### config.mk
export PLATFORM = sky130hd
export DESIGN_NAME = hw_mode_strap_decoder
export DESIGN_NICKNAME = d
export VERILOG_FILES = /design/src/logic/hw_mode_strap_decoder.v /design/src/logic/strap_sync.v
export VERILOG_INCLUDE_DIRS = /design/src /design/src/common
export SDC_FILE = /design/constraint.sdc
export NUM_CORES = 1
export LEC_CHECK = 0
export BUFFER_PORTS_ARGS = -buffer_cell sky130_fd_sc_hd__buf_2
export CAP_MARGIN = 20
export CORE_ASPECT_RATIO = 0.5
export CORE_UTILIZATION = 49
export DETAILED_ROUTE_END_ITERATION = 7
export PLACE_DENSITY = 0.78
export SETUP_SLACK_MARGIN = 0.5
export SYNTH_ARGS = -nofsm -noshare
export SYNTH_HDL_FRONTEND = slang
export SYNTH_SLANG_ARGS = --single-unit
### constraint.sdc
create_clock -name core_clk -period 1.24 [get_ports core_clk]
set_input_delay 0.248 -clock core_clk [delete_from_list [all_inputs] [get_ports core_clk]]
set_output_delay 0.248 -clock core_clk [all_outputs]
set_load 0.05 [all_outputs]
### src/common/hw_mode_strap_regs.vh
// Operation
// - In hardware mode the transmit PLL always takes the external transmit clock pin.
// - Clock source strap 00 ext pin, 01 PLL, 10 scaled master, 11 recovered.
// - PLL clock output pin carries the same clock selected for transmit.
// - Hardware mode derives internal termination from selected receive and transmit modes.
// - Transmit termination enabled when its disable strap is 0; value follows tx mode.
// - Receive termination enabled when its disable strap is 0; value follows rx mode.
// - E1 with termination enabled: impedance strap 0 gives 75 ohm, 1 gives 120.
// - One E1 impedance strap serves both transmit and receive directions.
// - Interrupt pin is active-low output in port modes, jitter clock select 0 in hardware.
// - Select pin is chip select in port modes, remote loopback enable in hardware.
// - Bus type pin picks bus timing in parallel, line code enable in hardware.
// - Two dedicated pins give transmit mode bits 2 and 1 in hardware mode.
// - Read strobe pin is read strobe in parallel, receive mode bit 2 in hardware.
// - Write strobe pin is write strobe in parallel, transmit mode bit 3 in hardware.
// - Address/data bit 0 is serial data out in serial, clock source low bit in hardware.
// - Address/data bit 1 is serial data in in serial, receive mode bit 3 in hardware.
// - Two interface select inputs choose parallel, serial or hardware pin use.
// - Dedicated pin gives clock source high bit in hardware mode.
// - Address/data 4,5 give rx mode bits 0,1; address 5 gives tx mode bit 0.
`ifndef HW_MODE_STRAP_REGS_VH
`define HW_MODE_STRAP_REGS_VH
// Interface select codes {sel1, sel0}
`define IFSEL_PARALLEL   2'h0
`define IFSEL_PARALLEL2  2'h1
`define IFSEL_SERIAL     2'h2
`define IFSEL_HARDWARE   2'h3
// Transmit clock source codes
`define TXSRC_EXT        2'h0
`define TXSRC_PLL        2'h1
`define TXSRC_MCLK       2'h2
`define TXSRC_RCLK       2'h3
// Mode field: bit 3 clear and bit 2 set marks the E1 framing modes
`define MODE_E1_HI       2'h1
`define MODE_SYNC2048    4'h8
// Termination codes
`define TERM_OFF         2'h0
`define TERM_100         2'h1
`define TERM_75          2'h2
`define TERM_120         2'h3
// Resets
`define RST_MODE         4'h0
`define RST_IFMODE       2'h0
`endif

### src/logic/hw_mode_strap_decoder.v
`timescale 1ns/1ns
`default_nettype none
`include "hw_mode_strap_regs.vh"
module hw_mode_strap_decoder #(
   parameter [1:0] SEL_PARALLEL  = `IFSEL_PARALLEL,
   parameter [1:0] SEL_PARALLEL2 = `IFSEL_PARALLEL2,
   parameter [1:0] SEL_SERIAL    = `IFSEL_SERIAL,
   parameter [1:0] SEL_HARDWARE  = `IFSEL_HARDWARE
) (
   // Clock and reset
   input  wire       core_clk,
   input  wire       rst,
   // Interface select pins
   input  wire       host_if_sel0,
   input  wire       host_if_sel1,
   // Shared configuration pins
   input  wire       intPinIn,
   input  wire       chipSelPin,
   input  wire       bus_type_select,
   input  wire       read_strobe_n,
   input  wire       writeStrobePin,
   input  wire       addr_data_bit0,
   input  wire       addr_data_bit1,
   input  wire       addrData4Pin,
   input  wire       addrData5Pin,
   input  wire       addrData6Pin,
   input  wire       addrData7Pin,
   input  wire       addr0Pin,
   input  wire       addr5Pin,
   input  wire       tx_mode_sel_b2,
   input  wire       tx_mode_sel_b1,
   input  wire       tx_clk_src_sel_hi,
   // Clock sources, already in the core domain
   input  wire       ext_tx_clock_in,
   input  wire       pllClk,
   input  wire       scaledMclk,
   input  wire       recoveredClk,
   // Interrupt request from the processor-mode logic
   input  wire       irqReq,
   // Decoded interface mode
   output reg        parallelMode,
   output reg        serialMode,
   output reg        hardwareMode,
   // Processor-mode strobes, qualified by mode
   output reg        chipSelN,
   output reg        readStrobeN,
   output reg        writeStrobeN,
   output reg        busTimingSel,
   output reg        spiMiso,
   output reg        spiMisoOeN,
   output reg        spiMosi,
   output reg        intOut,
   output reg        intOeN,
   // Hardware-mode configuration
   output reg        jitter_atten_clk_sel0,
   output reg        remote_loopback_en,
   output reg        line_code_enable,
   output reg  [3:0] txMode,
   output reg  [3:0] rxMode,
   output reg  [1:0] txClkSrc,
   output reg        txPllRefClk,
   output reg        txClock,
   output reg        pllClkOut,
   output reg  [1:0] txTermSel,
   output reg  [1:0] rxTermSel
);
   wire [15:0] pinRaw = {intPinIn, chipSelPin, bus_type_select, read_strobe_n,
                         writeStrobePin, addr_data_bit0, addr_data_bit1, addrData4Pin,
                         addrData5Pin, addrData6Pin, addrData7Pin, addr0Pin,
                         addr5Pin, tx_mode_sel_b2, tx_mode_sel_b1, tx_clk_src_sel_hi};
   wire [15:0] pinS;
   wire [1:0]  selS;

   // Straps and strobes come from pins, so every one is synchronised
   strap_sync #(.WIDTH(18)) u_sync (
      .core_clk (core_clk),
      .rst      (rst),
      .asyncIn  ({host_if_sel1, host_if_sel0, pinRaw}),
      .syncOut  ({selS, pinS})
   );

   wire sInt  = pinS[15];
   wire sCs   = pinS[14];
   wire sBts  = pinS[13];
   wire sRd   = pinS[12];
   wire sWr   = pinS[11];
   wire sAd0  = pinS[10];
   wire sAd1  = pinS[9];
   wire sAd4  = pinS[8];
   wire sAd5  = pinS[7];
   wire sAd6  = pinS[6];
   wire sAd7  = pinS[5];
   wire sA0   = pinS[4];
   wire sA5   = pinS[3];
   wire sTm2  = pinS[2];
   wire sTm1  = pinS[1];
   wire sTcHi = pinS[0];

   // Unlisted codes fall back to parallel so the part stays reachable by a host
   wire isHw  = (selS == SEL_HARDWARE);
   wire isSer = (selS == SEL_SERIAL) && !isHw;
   wire isPar = !isHw && !isSer;

   // Hardware-mode fields; every one is gated so idle pins cannot leak in
   wire [3:0] txModeD = isHw ? {sWr, sTm2, sTm1, sA5} : `RST_MODE;
   wire [3:0] rxModeD = isHw ? {sAd1, sRd, sAd5, sAd4} : `RST_MODE;
   wire [1:0] srcD    = isHw ? {sTcHi, sAd0} : `TXSRC_EXT;

   function [1:0] termFor;
      input [3:0] mode;
      input       termOff;
      input       e1Sel;
      begin
         if (termOff)
            termFor = `TERM_OFF;
         else if (mode[3:2] == `MODE_E1_HI || mode == `MODE_SYNC2048)
            termFor = e1Sel ? `TERM_120 : `TERM_75;
         else
            termFor = `TERM_100;
      end
   endfunction

   reg txSelClk;
   always @* begin
      case (srcD)
         `TXSRC_EXT:  txSelClk = ext_tx_clock_in;
         `TXSRC_PLL:  txSelClk = pllClk;
         `TXSRC_MCLK: txSelClk = scaledMclk;
         `TXSRC_RCLK: txSelClk = recoveredClk;
         default:     txSelClk = ext_tx_clock_in;
      endcase
   end

   always @(posedge core_clk) begin
      if (rst) begin
         parallelMode          <= 1'b1;
         serialMode            <= 1'b0;
         hardwareMode          <= 1'b0;
         chipSelN              <= 1'b1;
         readStrobeN           <= 1'b1;
         writeStrobeN          <= 1'b1;
         busTimingSel          <= 1'b0;
         spiMiso               <= 1'b0;
         spiMisoOeN            <= 1'b1;
         spiMosi               <= 1'b0;
         intOut                <= 1'b1;
         intOeN                <= 1'b1;
         jitter_atten_clk_sel0 <= 1'b0;
         remote_loopback_en    <= 1'b0;
         line_code_enable      <= 1'b0;
         txMode                <= `RST_MODE;
         rxMode                <= `RST_MODE;
         txClkSrc              <= `TXSRC_EXT;
         txPllRefClk           <= 1'b0;
         txClock               <= 1'b0;
         pllClkOut             <= 1'b0;
         txTermSel             <= `TERM_OFF;
         rxTermSel             <= `TERM_OFF;
      end else begin
         parallelMode          <= isPar;
         serialMode            <= isSer;
         hardwareMode          <= isHw;
         chipSelN              <= isHw ? 1'b1 : sCs;
         readStrobeN           <= isPar ? sRd : 1'b1;
         writeStrobeN          <= isPar ? sWr : 1'b1;
         busTimingSel          <= isPar & sBts;
         // Serial data out drives its pin only while the select is active
         spiMiso               <= isSer & irqReq;
         spiMisoOeN            <= !(isSer && !sCs);
         spiMosi               <= isSer & sAd1;
         // Open-drain interrupt: drive low only, otherwise release the pin
         intOut                <= 1'b0;
         intOeN                <= !(!isHw && irqReq);
         jitter_atten_clk_sel0 <= isHw & sInt;
         remote_loopback_en    <= isHw & sCs;
         line_code_enable      <= isHw & sBts;
         txMode                <= txModeD;
         rxMode                <= rxModeD;
         txClkSrc              <= srcD;
         // Registered clock path: only valid for clocks well below core rate
         txPllRefClk           <= ext_tx_clock_in;
         txClock               <= txSelClk;
         pllClkOut             <= txSelClk;
         txTermSel             <= isHw ? termFor(txModeD, sAd6, sA0)
                                       : `TERM_OFF;
         rxTermSel             <= isHw ? termFor(rxModeD, sAd7, sA0)
                                       : `TERM_OFF;
      end
   end
endmodule
`default_nettype wire

### src/logic/strap_sync.v
`timescale 1ns/1ns
`default_nettype none
// Two-stage synchroniser, one per bit
module strap_sync #(
   parameter WIDTH = 1
) (
   input  wire             core_clk,
   input  wire             rst,
   input  wire [WIDTH-1:0] asyncIn,
   output wire [WIDTH-1:0] syncOut
);
   reg [WIDTH-1:0] meta_q;
   reg [WIDTH-1:0] sync_q;
   genvar i;
   generate
      for (i = 0; i < WIDTH; i = i + 1) begin : g_bit
         always @(posedge core_clk) begin
            if (rst) begin
               meta_q[i] <= 1'b0;
               sync_q[i] <= 1'b0;
            end else begin
               meta_q[i] <= asyncIn[i];
               sync_q[i] <= meta_q[i];
            end
         end
      end
   endgenerate
   assign syncOut = sync_q;
endmodule
`default_nettype wire

==> results.md <==
* Cell type with the largest total area after synthesis: sky130_fd_sc_hd__dfxtp_1
* Cell Rows at 15
* Filler cell count at 126
* Fraction of the yosys area taken by sequential cells at 0.713
* Overall fraction of global-route tracks in use at 0.249
* Critical Path End Type: register
* Gp weighted congestion at 0.819
* Clock slew at the register clock pins of the worst setup and hold paths at 70 ps
* Skew-Pair Late Insertion Delay at about 340 ps
* Average instance area after synthesis at 12.1 um^2
* Share of the synthesized area in the top cell type at 0.713
* Average vias per placed instance at 4.90
* Starting Density at 0.531
* Final hold violation count at 0
* Clock Skews at 14.0 ps
* Dominant delay contributor by cell family on the critical path: flip-flops
* Number of buffers inserted by hold repair at cts at 0
* Number of nets produced by synthesis at 180
* Async set or reset register ratio after synthesis at 0
* Yosys synthesis warning count at 0
* TritonCTS clock tree: done
* Critical path buffer and inverter count at 1
* Delay contributed by the slowest stage of the critical path at 400 ps
* Final setup violation count at 0
* CP Cell Sequence: nand2_4 -> or2_4 -> clkinv_4 -> o211a_1
* Routed vias at 1425
* Cell Pwr Density at 1580 mW/mm^2
* Antenna diodes at 0
* Maximum vdd ir drop at 1310 uV
* Dominant cells by area after synthesis: sky130_fd_sc_hd__dfxtp_1 (71%), sky130_fd_sc_hd__nor2b_1 (12%), sky130_fd_sc_hd__and2_1 (4.0%), sky130_fd_sc_hd__o211a_1 (1.6%), sky130_fd_sc_hd__nor4b_1 (1.4%)
* Number of synthesized register bits at 67
* Most frequent cells in the layout: sky130_fd_sc_hd__nor2b_1 (37), sky130_fd_sc_hd__dfxtp_2 (33), sky130_fd_sc_hd__dfxtp_1 (29)
* First-pass GRT wire length at 6.93 mm
* Accumulated negative setup slack at 0 ps
* Max Buffers Root-to-Sink at 2
* Final wirelength at around 6 mm
* Critical path startpoint category: register
* Number of clock buffers inserted by TritonCTS at 9
* Post-layout total power at 4.96 mW
* Clk sinks at 67
* Residual DRC at 0
* Min-Delay Path Class: primary input to register
* Setup repair after global routing missed its margin: true
* Number of top-level pins at 57
* Final ANT Viol Nets at 0
* Actual transition at the worst max-transition pin at 305 ps
* Detail Placement HPWL at 2.16 mm
* Setup CP Type: register to register
* Number of maximum-capacitance constraint violations at 0
* Core outline area at 0.00355 mm^2
* Final count of pins violating max slew at 0
* Initial antenna violation count at 0
* Die height at 45.8 um
* Post-synth EDFFs at 0
* Crit share post-route at 0.901
* Average routed wire per standard cell at approximately 21 um
* 1st-pass router iterations at 4
* Horizontal die dimension at between 80 and 90 um
* Upper clock frequency limit at 895 MHz
* Via count of the first global-routing pass at 1356
* Cell variety after synth at 22
* WP data required at ~1500 ps
* Top flip-flop cell by instance count after synthesis: sky130_fd_sc_hd__dfxtp_1
* Critical Path Fanout Max at 7
* Layout cell share with drive strength beyond 1 at 0.650
* Largest net degree at the start of global routing at 25
* Remaining max-slew budget at the tightest pin at 0.796
* H-Tree Level Count at 3
* Most common cell after layout, fill and taps aside: sky130_fd_sc_hd__nor2b_1
* Outcome: completed
* Fin nets at 260
* I/O Buffers at between 50 and 60
* Cell leakage power at 1.37 nW
* Post-Synthesis Cell Area at 0.00188 mm^2
* Area growth from synthesis to layout at 66.4%
* Clk Tree Root Cell: sky130_fd_sc_hd__clkbuf_8
* Data arrival time of the critical path at about 1400 ps
* Number of standard cells after synthesis at 155
* Total congestion overflow at 0
* Total die area at 0.00411 mm^2
* Master of the slowest instance on the critical path: sky130_fd_sc_hd__dfxtp_4
* Drt initial violations at 70
* Final min period at roughly 1100 ps
==> report_power, final <==
group	internal [mW]	total (mW)	switching, mW
clock network	1.50	2.34	0.836
registers	2.22	2.28	0.0542
logic	0.160	0.343	0.184
total	3.88	4.96	1.07
==> synth_stat cells (2+ instances only) <==
cell type	instances
sky130_fd_sc_hd__a21oi_1	3
sky130_fd_sc_hd__inv_1	4
sky130_fd_sc_hd__nand2b_1	2
sky130_fd_sc_hd__nor3_1	4
sky130_fd_sc_hd__clkbuf_1	3
sky130_fd_sc_hd__o211a_1	3
sky130_fd_sc_hd__nor2_1	3
sky130_fd_sc_hd__and2_1	12
sky130_fd_sc_hd__nor2b_1	37
sky130_fd_sc_hd__or3_1	3
sky130_fd_sc_hd__nor4b_1	3
sky130_fd_sc_hd__nand2_1	2
sky130_fd_sc_hd__dfxtp_1	67
==> cell families (layout without fill, tap and decap cells) <==
group / Yosys count / count (layout) / share of synthesized area
and+or+nand+nor: 69 / 69 / 0.225
buffers and inverters: 11 / 96 / 0.0286
muxes: 1 / 1 / 0.00598
AOI/OAI and AO/OA: 7 / 7 / 0.0273
DFF: 67 / 67 / 0.713
==> metrics by stage <==
stage	std cells	util	cell area, um^2	setup WS, ps	hold slack, ps
final	291	0.883	3130	123	121
after global routing	291	0.883	3130	72.8	95.3
after CTS	282	0.816	2890	142	66.8
after detailed placement	259	0.638	2260	181	410
after global placement	259	0.638	2260	199	413
after floorplan	155	-	1950	233	276
==> state kept, by name, summed over array words and instances, names as in the netlist, 2 cells and up <==
| signal | cells |
|---|---|
| txClkSrc | 2 |
| txMode | 4 |
| u_sync.meta_q | 18 |
| u_sync.syncOut | 18 |
| rxMode | 4 |
| txTermSel | 2 |
| rxTermSel | 2 |
==> final timing paths <==
path | from | end | slack, ps | cells after the start
worst max-delay path | u_sync.syncOut[17]$_SDFF_PP0_ | txTermSel[0]$_SDFF_PP0_ | 120 | 4
worst min-delay path | irqReq | intOeN$_SDFF_PP1_ | 120 | 2
worst max register to register | u_sync.syncOut[17]$_SDFF_PP0_ | txTermSel[0]$_SDFF_PP0_ | 120 | 4
worst min register to register | u_sync.syncOut[5]$_SDFF_PP0_ | rxTermSel[1]$_SDFF_PP0_ | 440 | 1
==> timing repair <==
item / in CTS / in global routing
buffers inserted: 6 / 9
gates cloned: 1 / 0
gates resized for setup: 95 / 45
pin swaps: 8 / 8
endpoints found under the setup margin: 57 / 58
==> area by class of cell <==
class,instances,area [um^2],share of cell area
inverter,5,23.8,0.00759
timing repair inverter,1,8.76,0.00280
sequential,67,1400,0.448
multi-input combinational,77,633,0.202
tap,51,63.8,0.0204
clock buffer,12,165,0.0528
clock inverter,4,95.1,0.0304
timing repair buffer,74,739,0.236
==> routing by layer <==
metal | vias up | wire [um] | GRT usage
li1 | 651 | - | -
met1 | 685 | 2650 | 0.276
met2 | 77 | 2940 | 0.436
met3 | 12 | 391 | 0.0924
met4 | 0 | 88 | 0.121
met5 | - | 0 | 0
Note: power is estimated with default switching activity, not from simulation.
